==> src/shared/dcs_pkg.sv <==
// Package for the dual comparator status and control block
// What this block does
// - Freeze bit set halts comparator logic while the processor is in debug.
// - Freeze bit writable only in debug; reads zero outside debug.
// - Stop-when-idle set disables both comparators during idle mode.
// - Status bit 1 is second result, bit 0 first result, read-only.
// - Non-inverting input: pin or ladder; inverting: three pins or fixed band.
// - Per-comparator event control: level reached or any change.
// - Result is high when non-inverting exceeds inverting, low when below.
// - Control register result bit is read-only; writes ignored.
// - Result bit stays valid while routed to the output pin.
// - Pin gets the raw unsynchronised result only when direction is output.
// - Reading the result bit returns the value sampled at the read.
// - Inversion bit set inverts the result; clear passes it unchanged.
// - Port data reads zero for every pin configured as analog input.
// - Edge select: 00 none, 01 rise, 10 fall, 11 both; after inversion.
// - Enable bit changes alter no other stored bit of the control register; clearing it makes the result bit read zero.
package dcs_pkg;
	localparam logic [3:0] ADDR_STAT = 4'h0;
	localparam logic [3:0] ADDR_CON1 = 4'h1;
	localparam logic [3:0] ADDR_CON2 = 4'h2;
	localparam logic [3:0] ADDR_IRQ_STAT = 4'h3;
	localparam logic [3:0] ADDR_IRQ_EN = 4'h4;
	localparam logic [3:0] ADDR_IRQ_CLR = 4'h5;
	localparam logic [3:0] ADDR_PORT = 4'h6;
	localparam logic [3:0] ADDR_ANSEL = 4'h7;
	localparam int STAT_FRZ_BIT = 14;
	localparam int STAT_STOP_WHEN_IDLE_BIT = 13;
	localparam int STAT_R2_BIT = 1;
	localparam int STAT_R1_BIT = 0;
	localparam int CON_ON_BIT = 15;
	localparam int CON_OE_BIT = 14;
	localparam int CON_POL_BIT = 13;
	localparam int CON_RES_BIT = 8;
	localparam int CON_EV_LSB = 6;
	localparam int CON_REF_BIT = 4;
	localparam int CON_CH_LSB = 0;
	localparam logic [1:0] CON_EV_RESET = 2'h3;
	localparam logic [1:0] CON_CH_RESET = 2'h3;
	localparam logic [1:0] EV_NONE = 2'h0;
	localparam logic [1:0] EV_RISE = 2'h1;
	localparam logic [1:0] EV_FALL = 2'h2;
	localparam logic [1:0] EV_BOTH = 2'h3;
	localparam logic [1:0] CH_PIN_NEG = 2'h0;
	localparam logic [1:0] CH_PIN_OWN = 2'h1;
	localparam logic [1:0] CH_PIN_OTHER = 2'h2;
	localparam logic [1:0] CH_BAND = 2'h3;
	localparam int PORT_W = 8;
	localparam logic [PORT_W-1:0] ANSEL_RESET = 8'hFF;

	typedef struct packed {
		logic on;
		logic oe;
		logic pol;
		logic [1:0] ev;
		logic ref_sel;
		logic [1:0] ch;
	} dcs_con_t;

	typedef struct packed {
		logic [3:0] addr;
		logic [31:0] wdata;
		logic wr;
		logic rd;
	} dcs_bus_t;

	typedef struct packed {
		logic noninv_ref;
		logic [1:0] inv_sel;
		logic enable;
	} dcs_ana_t;
endpackage

==> src/design/dcs_top.sv <==
// Register file and pin control for the dual comparator block
//
// Local design decisions: the strobed register port and the placing of the registers.
`timescale 1ns/1ps
`default_nettype none
module dcs_top (
	input wire logic clock,
	input wire logic resetn,
	input wire logic [3:0] addr,
	input wire logic [31:0] wdata,
	input wire logic wr,
	input wire logic rd,
	output logic [31:0] rdata,
	input wire logic debug_mode,
	input wire logic idle_mode,
	input wire logic [1:0] raw_cmp,
	input wire logic [1:0] pin_direction,
	input wire logic [dcs_pkg::PORT_W-1:0] port_pins,
	output logic [1:0] result_pin,
	output logic [1:0] result_pin_oe,
	output dcs_pkg::dcs_ana_t ana1,
	output dcs_pkg::dcs_ana_t ana2,
	output logic irq
);
	typedef struct packed {
		logic [1:0] rst_sync;
		logic freeze_in_debug;
		logic stop_when_idle;
		dcs_pkg::dcs_con_t con1;
		dcs_pkg::dcs_con_t con2;
		logic [1:0] pin_oe;
		logic [1:0] ev_stat;
		logic [1:0] ev_en;
		logic [dcs_pkg::PORT_W-1:0] ansel;
		logic [31:0] rdata;
		logic irq;
		dcs_pkg::dcs_ana_t ana1;
		dcs_pkg::dcs_ana_t ana2;
	} dcs_top_st_t;

	dcs_top_st_t st_q;
	dcs_top_st_t st_d;
	logic rst_n;
	logic run;
	logic [1:0] res;
	logic [1:0] evp;

	assign rst_n = st_q.rst_sync[1];

	// Freeze in debug and stop in idle both gate channel operation
	assign run = !(st_q.freeze_in_debug && debug_mode)
		&& !(st_q.stop_when_idle && idle_mode);

	function automatic dcs_pkg::dcs_con_t con_wr(input logic [31:0] w);
		dcs_pkg::dcs_con_t c;
		c.on = w[dcs_pkg::CON_ON_BIT];
		c.oe = w[dcs_pkg::CON_OE_BIT];
		c.pol = w[dcs_pkg::CON_POL_BIT];
		c.ev = w[dcs_pkg::CON_EV_LSB +: 2];
		c.ref_sel = w[dcs_pkg::CON_REF_BIT];
		c.ch = w[dcs_pkg::CON_CH_LSB +: 2];
		return c;
	endfunction

	function automatic logic [31:0] con_rd(input dcs_pkg::dcs_con_t c,
		input logic r);
		logic [31:0] v;
		v = 32'h0000_0000;
		v[dcs_pkg::CON_ON_BIT] = c.on;
		v[dcs_pkg::CON_OE_BIT] = c.oe;
		v[dcs_pkg::CON_POL_BIT] = c.pol;
		v[dcs_pkg::CON_RES_BIT] = r;
		v[dcs_pkg::CON_EV_LSB +: 2] = c.ev;
		v[dcs_pkg::CON_REF_BIT] = c.ref_sel;
		v[dcs_pkg::CON_CH_LSB +: 2] = c.ch;
		return v;
	endfunction

	function automatic dcs_pkg::dcs_ana_t ana_map(input dcs_pkg::dcs_con_t c,
		input logic run_i);
		dcs_pkg::dcs_ana_t a;
		a.noninv_ref = c.ref_sel;
		a.inv_sel = c.ch;
		a.enable = c.on && run_i;
		return a;
	endfunction

	dcs_chan u_chan1 (
		.clock(clock),
		.rst_n(rst_n),
		.con(st_q.con1),
		.run(run),
		.raw_cmp(raw_cmp[0]),
		.result(res[0]),
		.event_pulse(evp[0])
	);

	dcs_chan u_chan2 (
		.clock(clock),
		.rst_n(rst_n),
		.con(st_q.con2),
		.run(run),
		.raw_cmp(raw_cmp[1]),
		.result(res[1]),
		.event_pulse(evp[1])
	);

	always_comb begin
		st_d = st_q;
		st_d.rst_sync = {st_q.rst_sync[0], 1'b1};
		st_d.rdata = 32'h0000_0000;
		// Freeze bit only leaves its reset state while in debug
		if (!debug_mode) begin
			st_d.freeze_in_debug = 1'b0;
		end
		if (wr) begin
			case (addr)
				dcs_pkg::ADDR_STAT: begin
					if (debug_mode) begin
						st_d.freeze_in_debug = wdata[dcs_pkg::STAT_FRZ_BIT];
					end
					st_d.stop_when_idle = wdata[dcs_pkg::STAT_STOP_WHEN_IDLE_BIT];
				end
				dcs_pkg::ADDR_CON1: begin
					// Result bit not stored; other fields independent
					st_d.con1 = con_wr(wdata);
				end
				dcs_pkg::ADDR_CON2: begin
					st_d.con2 = con_wr(wdata);
				end
				dcs_pkg::ADDR_IRQ_EN: begin
					st_d.ev_en = wdata[1:0];
				end
				dcs_pkg::ADDR_ANSEL: begin
					st_d.ansel = wdata[dcs_pkg::PORT_W-1:0];
				end
				default: begin
				end
			endcase
		end
		// Set wins over a clear in the same cycle
		if (wr && addr == dcs_pkg::ADDR_IRQ_CLR) begin
			st_d.ev_stat = st_q.ev_stat & ~wdata[1:0];
		end
		st_d.ev_stat = st_d.ev_stat | evp;
		if (rd) begin
			// Result bits are sampled at the read and shown in rdata for one cycle only
			case (addr)
				dcs_pkg::ADDR_STAT: begin
					st_d.rdata[dcs_pkg::STAT_FRZ_BIT] = st_q.freeze_in_debug && debug_mode;
					st_d.rdata[dcs_pkg::STAT_STOP_WHEN_IDLE_BIT] = st_q.stop_when_idle;
					st_d.rdata[dcs_pkg::STAT_R2_BIT] = res[1];
					st_d.rdata[dcs_pkg::STAT_R1_BIT] = res[0];
				end
				dcs_pkg::ADDR_CON1: begin
					st_d.rdata = con_rd(st_q.con1, res[0]);
				end
				dcs_pkg::ADDR_CON2: begin
					st_d.rdata = con_rd(st_q.con2, res[1]);
				end
				dcs_pkg::ADDR_IRQ_STAT: begin
					st_d.rdata[1:0] = st_q.ev_stat;
				end
				dcs_pkg::ADDR_IRQ_EN: begin
					st_d.rdata[1:0] = st_q.ev_en;
				end
				dcs_pkg::ADDR_PORT: begin
					// Analog-configured pins read zero
					st_d.rdata[dcs_pkg::PORT_W-1:0] = port_pins & ~st_q.ansel;
				end
				dcs_pkg::ADDR_ANSEL: begin
					st_d.rdata[dcs_pkg::PORT_W-1:0] = st_q.ansel;
				end
				default: begin
				end
			endcase
		end
		st_d.irq = |(st_d.ev_stat & st_d.ev_en);
		st_d.ana1 = ana_map(st_d.con1, run);
		st_d.ana2 = ana_map(st_d.con2, run);
		// Pin drive follows direction one cycle later
		st_d.pin_oe[0] = st_d.con1.oe && st_d.con1.on && pin_direction[0];
		st_d.pin_oe[1] = st_d.con2.oe && st_d.con2.on && pin_direction[1];
	end

	always_ff @(posedge clock or negedge resetn) begin
		if (!resetn) begin
			st_q <= '0;
			st_q.con1.ev <= dcs_pkg::CON_EV_RESET;
			st_q.con1.ch <= dcs_pkg::CON_CH_RESET;
			st_q.con2.ev <= dcs_pkg::CON_EV_RESET;
			st_q.con2.ch <= dcs_pkg::CON_CH_RESET;
			st_q.ansel <= dcs_pkg::ANSEL_RESET;
			st_q.ana1.inv_sel <= dcs_pkg::CON_CH_RESET;
			st_q.ana2.inv_sel <= dcs_pkg::CON_CH_RESET;
		end else begin
			st_q <= st_d;
		end
	end

	// Raw analog output drives the pin with no flop by design; it is the
	// documented unsynchronised path, so glitches reach the pin
	assign result_pin[0] = raw_cmp[0] ^ st_q.con1.pol;
	assign result_pin[1] = raw_cmp[1] ^ st_q.con2.pol;
	assign result_pin_oe = st_q.pin_oe;
	assign rdata = st_q.rdata;
	assign irq = st_q.irq;
	assign ana1 = st_q.ana1;
	assign ana2 = st_q.ana2;
endmodule
`default_nettype wire

==> src/design/dcs_chan.sv <==
// One comparator channel: gating, polarity, sampling and event detection
`timescale 1ns/1ps
`default_nettype none
module dcs_chan (
	input wire logic clock,
	input wire logic rst_n,
	input wire dcs_pkg::dcs_con_t con,
	input wire logic run,
	input wire logic raw_cmp,
	output logic result,
	output logic event_pulse
);
	typedef struct packed {
		logic sync1;
		logic result;
		logic prev;
		logic primed;
		logic event_pulse;
	} dcs_chan_st_t;

	dcs_chan_st_t st_q;
	dcs_chan_st_t st_d;
	logic pol_res;

	always_comb begin
		st_d = st_q;
		st_d.event_pulse = 1'b0;
		st_d.sync1 = raw_cmp;
		// Polarity applied before the edge detector
		pol_res = st_q.sync1 ^ con.pol;
		if (run && con.on) begin
			st_d.result = pol_res;
			st_d.prev = pol_res;
			st_d.primed = 1'b1;
			// First sample after enable is not an edge, avoids false events
			if (st_q.primed) begin
				case (con.ev)
					dcs_pkg::EV_RISE: begin
						st_d.event_pulse = pol_res & ~st_q.prev;
					end
					dcs_pkg::EV_FALL: begin
						st_d.event_pulse = ~pol_res & st_q.prev;
					end
					dcs_pkg::EV_BOTH: begin
						st_d.event_pulse = pol_res ^ st_q.prev;
					end
					default: begin
						st_d.event_pulse = 1'b0;
					end
				endcase
			end
		end else if (!con.on) begin
			st_d.primed = 1'b0;
			st_d.result = 1'b0;
		end
	end

	always_ff @(posedge clock or negedge rst_n) begin
		if (!rst_n) begin
			st_q <= '0;
		end else begin
			st_q <= st_d;
		end
	end

	assign result = st_q.result;
	assign event_pulse = st_q.event_pulse;
endmodule
`default_nettype wire

==> config.mk <==
export PLATFORM = sky130hd
export DESIGN_NAME = dcs_top
export DESIGN_NICKNAME = d
export VERILOG_FILES = /design/src/shared/dcs_pkg.sv /design/src/design/dcs_top.sv /design/src/design/dcs_chan.sv
export SDC_FILE = /design/constraint.sdc
export NUM_CORES = 1
export LEC_CHECK = 0
export BUFFER_PORTS_ARGS = -buffer_cell sky130_fd_sc_hd__buf_4
export CAP_MARGIN = 10
export CORE_MARGIN = 3
export CORE_UTILIZATION = 50
export DETAILED_ROUTE_END_ITERATION = 7
export GPL_TIMING_DRIVEN = 0
export PLACE_DENSITY = 0.86
export SETUP_SLACK_MARGIN = 0.02
export SLEW_MARGIN = 20
export SYNTH_ARGS = -nofsm -noshare
export SYNTH_HDL_FRONTEND = slang
export SYNTH_HIERARCHICAL = 1
export SYNTH_SLANG_ARGS = --single-unit
==> constraint.sdc <==
create_clock -name clock -period 1 [get_ports clock]
set_clock_uncertainty 0.2 [all_clocks]
set_input_delay 0.05 -clock clock [delete_from_list [all_inputs] [get_ports clock]]
set_output_delay 0.05 -clock clock [all_outputs]
set_load 0.02 [all_outputs]
==> out/metrics.cfg, run 1 <==
[cts]
cts_buffer_depth=2
htree_num_levels=3
clock_latency_ns=0.34
numCtsBuffers=9
cts_tree=built
clk_pin_slew_ns=0.06
root_buffer=clkbuf_8
cts.sinks=59

[yosys]
synth_xor_area_frac=0.01521
synth_adder_area_share=0
synthSimpleGateAreaFrac=0.1195
synth.avg_cell_area_um2=11.56
synthCells=249
synth_compound_area_frac=0.09257
ys_warn_count=6
yosys.cell_types.count=41
yosysSeqAreaShare=0.5198
synthMuxAreaShare=0.1265
synth_seq_cells=59
synthesis.area_um2=2879
synth_top_family_by_area=multiplexers

[critical_path]
crit_type=flip-flop to flip-flop
startpoint_type=flip-flop
crit_path_start=st_q[72]
worstPathArrival_ns=1.54
rr_worst_depth=4
r2r_slack_ns=-0.50
max_stage_delay_ns=0.43
slowest_stage=dfrtp_1
setup.worst_path.end_class=flip-flop
path_cells=a22oi_2, buf_12, a21oi_1, a31oi_1
crit_end=u_chan2/st_q[2]
r2r_end=u_chan2/st_q[2]
rr_startpoint=st_q[72]
required_ns=1.04
crit_fanout=7

[power_and_ir_drop]
irDropWorstVdd_uv=1609
p_leak_nw=2.268
powerDensity_nw_per_um2=1819

[job]
maxCapViolations=0

[run_status]
status=complete, but fails checks
violations=negative hold slack, negative setup slack

[floorplanning]
fp-row-count=27
ios=99
die_w_um=81.88
initial_core_util=0.5196
die_area_um2=6704
die_y_um=81.88
core_um2=5540

[placement]
dp.cells=396
port_buffers=56
gp_congestion=0.8424
dp_hpwl_um=4351

[global_routing]
grt_start_max_net_pins=50
antenna_found_initial=0
overflow=0
grt_pass1_wl_um=13620
grt_use_total=0.2781
grt_pass1_vias=2494

[cells_and_area]
diodes=0
final_cell_mix=buf_4 (71), buf_6 (50), dfrtp_1 (39)
fillers=283
area_delta_synth_final_pct=61.84
layout_commonest_cell=buf_4
fin_nets=437
stdcell_count=460
drive_above_1_share=0.5799

[sta]
whs_ns=-0.2103
fin_ws_ns=-0.5045
finalSetupViolations=71
report.final.slew_viol_count=0
period_needed_ns=1.504
hold_viol_final=33
period_share=1.504
fmax_mhz=664.7
fin_tns_setup_ns=-14.01
rsz0062_at_grt=yes

[detailed_routing]
routed_wl_um=10300
post_drt_via_cell_ratio=5.711
drc=0
antenna_left=0
wl_per_cell_um=22.39
firstDrtPassIters=6
dr.first_iter.drc_count=325
vias=2627

[worst_hold_path]
hold_class=input pin to flip-flop
hold_depth=2

==> registers in the layout, indices dropped and copies added (netlist names) <==
| register | cells |
|---|---|
| irq | 1 |
| u_chan1/st_q | 3 |
| result_pin_oe | 2 |
| rdata | 12 |
| u_chan1/result | 1 |
| ana2 | 4 |
| u_chan1/event_pulse | 1 |
| u_chan2/result | 1 |
| st_d | 1 |
| rst_n | 1 |
| st_q | 24 |
| u_chan2/st_q | 3 |
| ana1 | 4 |
| u_chan2/event_pulse | 1 |
==> timing repair <==
item / 4_1_cts / 5_1_grt
setup buffers: 32 / 14
endpoints found under the hold margin: 114 / 29
gates cloned: 0 / 1
hold buffers: 23 / 2
pin swaps: 20 / 17
endpoints found under the setup margin: 74 / 112
gates resized for setup: 70 / 32
==> power breakdown <==
group	total [W]	internal, W	leakage [nW]	switching (W)
logic	0.00278	0.00159	1.44	0.00120
registers	0.00345	0.00295	0.718	0.000494
clock network	0.00225	0.00131	0.109	0.000936
total	0.00848	0.00585	2.27	0.00263
==> worst max-delay path: cells and delay by family (launching register included) <==
kind | cells | cell delay [ns]
DFF | 1 | 0.43
buffers and inverters | 1 | 0.17
AOI/OAI and AO/OA | 3 | 0.61
==> metal layers <==
layer / share of wire / global-route usage
met5: 0 / 0
met4: 0.048 / 0.1379
met3: 0.093 / 0.06469
met2: 0.49 / 0.4330
met1: 0.37 / 0.3644
==> through the flow <==
stage	instance area [µm²]	hold WS, ns	setup slack [ns]	utilization	total power, W
finish	4659	-0.2103	-0.5045	0.8410	0.008477
global route	4659	-0.2136	-0.5251	0.8410	0.008697
CTS	4449	-0.2346	-0.3655	0.8031	0.007867
detailed placement	3597	-0.1004	-0.5725	0.6493	0.005029
global placement	3597	-0.1002	-0.6093	0.6493	0.004946
floorplan	3087	-0.4456	-0.2985	-	0.004420
==> synthesized netlist by cell type (all sizes together) <==
| master | number | area share |
|---|---|---|
| conb | 2 | 0.0026 |
| dfstp | 16 | 0.15 |
| nor4 | 1 | 0.0022 |
| nor2b | 5 | 0.011 |
| a32oi | 3 | 0.0091 |
| a21oi | 14 | 0.024 |
| dfrtp | 43 | 0.37 |
| nor2 | 10 | 0.015 |
| a22o | 1 | 0.0030 |
| nand2 | 13 | 0.018 |
| and2b | 1 | 0.0026 |
| and2 | 3 | 0.0065 |
| nand2b | 2 | 0.0043 |
| o21bai | 1 | 0.0026 |
| buf | 46 | 0.12 |
| a21o | 2 | 0.0052 |
| xor2 | 3 | 0.0091 |
| a211o | 1 | 0.0030 |
| o211a | 2 | 0.0070 |
| nor3 | 3 | 0.0070 |
| clkbuf | 1 | 0.0013 |
| and3 | 2 | 0.0043 |
| mux2 | 27 | 0.11 |
| a22oi | 7 | 0.018 |
| mux2i | 6 | 0.021 |
| nand3 | 9 | 0.019 |
| o21a | 4 | 0.010 |
| and3b | 1 | 0.0030 |
| a31oi | 3 | 0.0065 |
| or3b | 2 | 0.0061 |
| a311oi | 1 | 0.0030 |
| nand3b | 8 | 0.021 |
| inv | 4 | 0.0052 |
| xnor2 | 2 | 0.0061 |
==> cells by family (layout without fill, tap and decap cells) <==
kind of cell | after synthesis | in the layout
AND/OR/NAND/NOR | 60 | 60
flip-flops | 59 | 59
buffers and inverters | 51 | 171
AO/OA/AOI/OAI | 39 | 39
multiplexers | 33 | 33
XOR/XNOR | 5 | 5
other | 2 | 21
==> worst min-delay path by stage <==
stage,to,startpoint
global route,st_q[61],wdata[14]
global placement,st_q[70],resetn
finish,st_q[61],wdata[14]
CTS,st_q[62],wdata[15]
detailed placement,ana1[0],resetn
floorplan,ana1[0],resetn
==> final cells by class <==
cell class,count,area [µm²],area share
Inverter,4,15.01,0.003222
Clock buffer,16,210.2,0.04511
Tap cell,72,90.09,0.01933
Timing Repair Buffer,120,1177,0.2527
Buffer,31,284.0,0.06096
Sequential cell,59,1501,0.3222
Multi-Input combinational cell,158,1381,0.2965
Power figures use the tool's default switching activity.
==> run 2: changes to the inputs <==
Settings changed: CORE_UTILIZATION 50 to 38, HOLD_SLACK_MARGIN from default to 0.12, PLACE_DENSITY 0.86 to 0.69.
==> out/metrics.cfg, run 2 (same netlist as run 1, synthesis figures left out) <==
[run_status]
status=complete, but fails checks
violations=negative hold slack, negative setup slack

[cts]
htree_num_levels=3  ; unchanged
clk_pin_slew_ns=0.06  ; about the same
cts.sinks=59  ; unchanged
numCtsBuffers=9  ; unchanged
root_buffer=clkbuf_8
cts_buffer_depth=2  ; unchanged
clock_latency_ns=0.34  ; about the same
cts_tree=built

[floorplanning]
core_um2=7292  ; +32%
initial_core_util=0.3948  ; -0.1248
die_y_um=93.04  ; +14%
ios=99  ; unchanged
die_area_um2=8656  ; +29%
fp-row-count=31  ; +15%
die_w_um=93.04  ; +14%

[cells_and_area]
area_delta_synth_final_pct=54.24
stdcell_count=475  ; +3.3%
drive_above_1_share=0.5638  ; -0.01607
final_cell_mix=buf_4 (71), buf_6 (39), dfrtp_1 (39)
final_core_util=0.6090  ; -0.2321
fillers=580  ; +100%
diodes=0  ; unchanged
multiInputGateArea_um2=1304  ; -5.6%
largest-register=st_q
fin_nets=425  ; -2.7%
largest_register_ff_count=24  ; unchanged
register_area_um2=1501  ; unchanged
layout_commonest_cell=buf_4

[job]
maxCapViolations=0  ; unchanged

[sta]
rsz0062_at_grt=yes
worstMarginPinSlew_ns=0.6289
hold_viol_final=87  ; +160%
fin_tns_setup_ns=-10.28  ; +3.732 ns
slew_headroom=0.5807
fin_ws_ns=-0.3889  ; +0.1156 ns
fmax_mhz=720.0  ; +8.3%
finalSetupViolations=68  ; -4.2%
report.final.slew_viol_count=0  ; unchanged
whs_ns=-0.4699  ; -0.2596 ns
period_needed_ns=1.389  ; -0.1156 ns
period_share=1.389  ; -0.1156

[power_and_ir_drop]
p_leak_nw=2.113  ; -6.8%
seqPwrFrac=0.444  ; +0.037
clkPwrFrac=0.260  ; -0.005
powerDensity_nw_per_um2=1685  ; -7.4%
pwr-share-comb=0.296  ; -0.032
intPower_w=0.005278  ; -9.8%
swShare=0.2947  ; -0.01507
irDropWorstVdd_uv=737.7  ; -54%
power.switching_w=0.002205  ; -16%

[critical_path]
rr_worst_depth=4  ; unchanged
r2r_end=rdata[1]
crit_type=flip-flop to flip-flop
startpoint_type=flip-flop
crit_fanout=3  ; -4
rr_startpoint=ana2[2]
worstPathArrival_ns=1.44  ; -0.10 ns
r2r_slack_ns=-0.39  ; +0.12 ns
setup.worst_path.end_class=flip-flop
required_ns=1.05  ; about the same

[detailed_routing]
wl_per_cell_um=15.03  ; -33%
met3_length_um=321  ; -66%
firstDrtPassIters=4  ; -2
wl_met2_um=3697  ; -26%
drt-met1-wl_um=2992  ; -22%
vias=2213  ; -16%
drc=0  ; unchanged
dr.first_iter.drc_count=97  ; -70%
post_drt_via_cell_ratio=4.659  ; -18%
topRoutingLayerUsed=met4
routed_wl_um=7137  ; -31%
antenna_left=0  ; unchanged

[worst_hold_path]
hold_class=input pin to async pin

[global_routing]
grt_pass1_vias=2245  ; -10%
grt_start_max_net_pins=50  ; unchanged
grt_pass1_wl_um=11370  ; -17%
overflow=0  ; unchanged
antenna_found_initial=0  ; unchanged
grt_use_total=0.1710  ; -0.1071

[placement]
dp.cells=423  ; +6.8%
dp_hpwl_um=4432  ; +1.9%
dpl_worst_slack_ns=-0.5774  ; -0.004892 ns
port_buffers=56  ; unchanged
gp_congestion=0.8088  ; -4.0%

[run 2: cell count changes in the layout (fill, tap and decap cells not counted), moves of 2 or more]
cell,before,now
clkbuf_8,15,11
clkinv_2,0,3
mux2_4,23,12
buf_6,50,39
and2_4,2,0
and2_1,0,2
a21oi_1,9,7
a21oi_2,5,7
mux2_2,4,15
[run 2: repair_timing]
item / CTS / global route
setup endpoints to repair: 75 / 79
gates resized for setup: 54 / 19
hold buffers: 22 / 3
setup buffers: 28 / 4
pin swaps: 15 / 4
hold endpoints to repair: 116 / 109
[run 2: how the worst max path moves through the flow]
stage                     cells past startpoint  slack [ns]             endpoint  startpoint
after floorplan                               5       -0.30                  irq     addr[3]
after global placement                        6       -0.63             rdata[0]     addr[0]
after detailed placement                      6       -0.58             rdata[0]     addr[0]
after CTS                                     3       -0.38  u_chan2/event_pulse    st_q[60]
after global routing                          4       -0.46             rdata[1]     ana2[2]
final                                         4       -0.39             rdata[1]     ana2[2]
[run 2: stage by stage]
stage / hold WS (ns) / cell area (µm²) / power, W
after floorplan: -0.4456 / 3087 / 0.004420
after global placement: -0.09464 / 3631 / 0.004972
after detailed placement: -0.09002 / 3631 / 0.005025
after CTS: -0.4552 / 4359 / 0.007386
after global routing: -0.4511 / 4441 / 0.007826
final: -0.4699 / 4441 / 0.007483
[run 2: final cells by class]
| type | count | share of cell area |
|---|---|---|
| buffer | 31 | 0.06396 |
| tap | 99 | 0.02790 |
| inverter | 4 | 0.003381 |
| clock inverter | 3 | 0.003381 |
| timing repair buffer | 108 | 0.2339 |
| multi-input combinational | 158 | 0.2936 |
| clock buffer | 13 | 0.03578 |
| sequential | 59 | 0.3381 |
[run 2: worst max-delay path, stage by stage, from the launching register on]
cell and delay, ns:
dfstp_2 0.56, mux2i_1 0.07, nor4_1 0.25, a311oi_1 0.08, a21oi_1 0.15
[run 2: routing by layer]
layer | vias to the layer above | GRT usage
met2 | 63 | 0.2837
met5 | - | 0
li1 | 1060 | -
met3 | 12 | 0.04344
met4 | 0 | 0.07448
met1 | 1078 | 0.2106
[run 2: power groups by stage]
stage | clock, W | combinational (W) | sequential [W]
global route | 0.00209 | 0.00236 | 0.00338
finish | 0.00194 | 0.00222 | 0.00332
global placement | 0 | 0.00165 | 0.00332
floorplan | 0 | 0.00118 | 0.00324
CTS | 0.00196 | 0.00212 | 0.00331
detailed placement | 0 | 0.00168 | 0.00334
==> run 3: changes to the inputs <==
Settings changed: PLACE_DENSITY 0.69 to 0.72.
Clock period 1 ns to 1.2 ns, I/O delays scaled along.
==> out/metrics.cfg, run 3 (same netlist as run 1, synthesis figures left out) <==
[cts]
htree_num_levels=3  ; unchanged
cts.sinks=59  ; unchanged
clk_pin_slew_ns=0.06  ; about the same
numCtsBuffers=9  ; unchanged
cts_tree=built
root_buffer=clkbuf_8
cts_buffer_depth=2  ; unchanged
clock_latency_ns=0.33  ; about the same

[sta]
period_share=1.152  ; -0.2368
worstMarginPinSlew_ns=0.6150  ; -0.01390 ns
rsz0062_at_grt=yes
period_needed_ns=1.383  ; -0.006349 ns
finalSetupViolations=20  ; -71%
slew_headroom=0.5900  ; +0.009263
report.final.slew_viol_count=0  ; unchanged
whs_ns=-0.2086  ; +0.2613 ns
hold_viol_final=17  ; -80%
fin_tns_setup_ns=-2.401  ; +7.880 ns
fin_ws_ns=-0.1826  ; +0.2063 ns
fmax_mhz=723.3  ; +0.46%

[global_routing]
antenna_found_initial=0  ; unchanged
grt_pass1_wl_um=11100  ; -2.4%
grt_pass1_vias=2277  ; +1.4%
overflow=0  ; unchanged
grt_use_total=0.1641  ; -0.006912
grt_start_max_net_pins=50  ; unchanged

[critical_path]
rr_startpoint=st_q[68]
setup.worst_path.end_class=flip-flop
rr_worst_depth=3  ; -1
cp_num_buf_inv=0  ; unchanged
r2r_end=u_chan1/event_pulse
max_stage_delay_ns=0.45  ; -0.11 ns
crit_fanout=3  ; unchanged
required_ns=1.26  ; +0.21 ns
startpoint_type=flip-flop
path_cells=xnor2_2, or3b_1, a21oi_2
slowest_stage=dfrtp_2
crit_type=flip-flop to flip-flop
worstPathArrival_ns=1.44  ; about the same
critPathTopFamily=flip-flops
r2r_slack_ns=-0.18  ; +0.21 ns

[detailed_routing]
vias=2206  ; -0.32%
firstDrtPassIters=4  ; unchanged
drt-met1-wl_um=2825  ; -5.6%
routed_wl_um=7071  ; -0.92%
met3_length_um=444  ; +38%
topRoutingLayerUsed=met4
post_drt_via_cell_ratio=4.754  ; +2.0%
wl_per_cell_um=15.24  ; +1.4%
drc=0  ; unchanged
wl_met2_um=3678  ; -0.51%
dr.first_iter.drc_count=108  ; +11%
antenna_left=0  ; unchanged

[cells_and_area]
final_cell_mix=buf_4 (69), dfrtp_1 (39), buf_6 (28)
multiInputGateArea_um2=1249  ; -4.2%
diodes=0  ; unchanged
layout_commonest_cell=buf_4
largest-register=st_q
register_area_um2=1501  ; unchanged
drive_above_1_share=0.5315  ; -0.03232
fillers=609  ; +5.0%
final_core_util=0.5848  ; -0.02419
largest_register_ff_count=24  ; unchanged
fin_nets=414  ; -2.6%
area_delta_synth_final_pct=48.11

[power_and_ir_drop]
powerDensity_nw_per_um2=1475  ; -12%
p_leak_nw=2.002  ; -5.2%
irDropWorstVdd_uv=607.2  ; -18%

[job]
maxCapViolations=0  ; unchanged

[floorplanning]
die_y_um=93.04  ; unchanged
fp-row-count=31  ; unchanged
initial_core_util=0.3948  ; unchanged
ios=99  ; unchanged
die_area_um2=8656  ; unchanged
core_um2=7292  ; unchanged
die_w_um=93.04  ; unchanged

[run_status]
status=complete, but fails checks
violations=negative hold slack, negative setup slack

[worst_hold_path]
holdCritStartpoint=debug_mode
hold_path_end=st_q[72]
hold_class=input pin to flip-flop
hold_depth=2

[placement]
gp_congestion=0.8263  ; +2.2%
dp_hpwl_um=4446  ; +0.30%
port_buffers=56  ; unchanged

## run 3: changes by cell type in the layout (fill, tap and decap cells not counted), sizes merged
cell | previous run | this run
buf | 118 | 102
clkbuf | 14 | 17
dlygate4sd3 | 20 | 24
clkinv | 3 | 1
## run 3: worst max path at each step
stage	from	to	depth (start not counted)
2_1_floorplan	addr[3]	irq	5
3_3_place_gp	addr[0]	rdata[0]	6
3_5_place_dp	addr[0]	rdata[0]	6
4_1_cts	st_q[60]	result_pin[1]	2
5_1_grt	st_q[60]	u_chan2/event_pulse	3
6_report	st_q[68]	u_chan1/event_pulse	3
## run 3: layout make-up
cell class	instances	area share
Multi-Input combinational cell	158	0.2928
Timing Repair Buffer	99	0.2215
Tap cell	99	0.02905
Clock buffer	15	0.04372
Inverter	4	0.003521
Clock inverter	1	0.001174
Buffer	29	0.05604
Sequential cell	59	0.3521
## run 3: report_power, final
| group | total (W) | leakage [nW] | internal, W | switching [W] |
|---|---|---|---|---|
| sequential | 0.00278 | 0.718 | 0.00246 | 0.000318 |
| clock | 0.00174 | 0.0997 | 0.000975 | 0.000761 |
| combinational | 0.00178 | 1.18 | 0.00102 | 0.000759 |
## run 3: layer usage
metal,global-route usage,up-vias
li1,-,1033
met3,0.04103,14
met5,0,-
met4,0.05372,0
met1,0.1940,1085
met2,0.2909,74
## run 3: timing repair
action | CTS | global route
setup buffers | 11 | 7
setup endpoints to repair | 40 | 35
gates resized for setup | 36 | 13
hold buffers | 24 | 3
pin swaps | 7 | 12
hold endpoints to repair | 116 | 59
gates cloned | 0 | 1
## run 3: through the flow
step / cells / setup slack, ns / area, µm² / power (W)
after floorplan: 268 / -0.1086 / 3050 / 0.003665
after global placement: 423 / -0.4186 / 3595 / 0.004120
after detailed placement: 423 / -0.4423 / 3595 / 0.004174
after CTS: 456 / -0.1852 / 4140 / 0.006169
after global routing: 464 / -0.2330 / 4264 / 0.006606
final: 464 / -0.1826 / 4264 / 0.006290
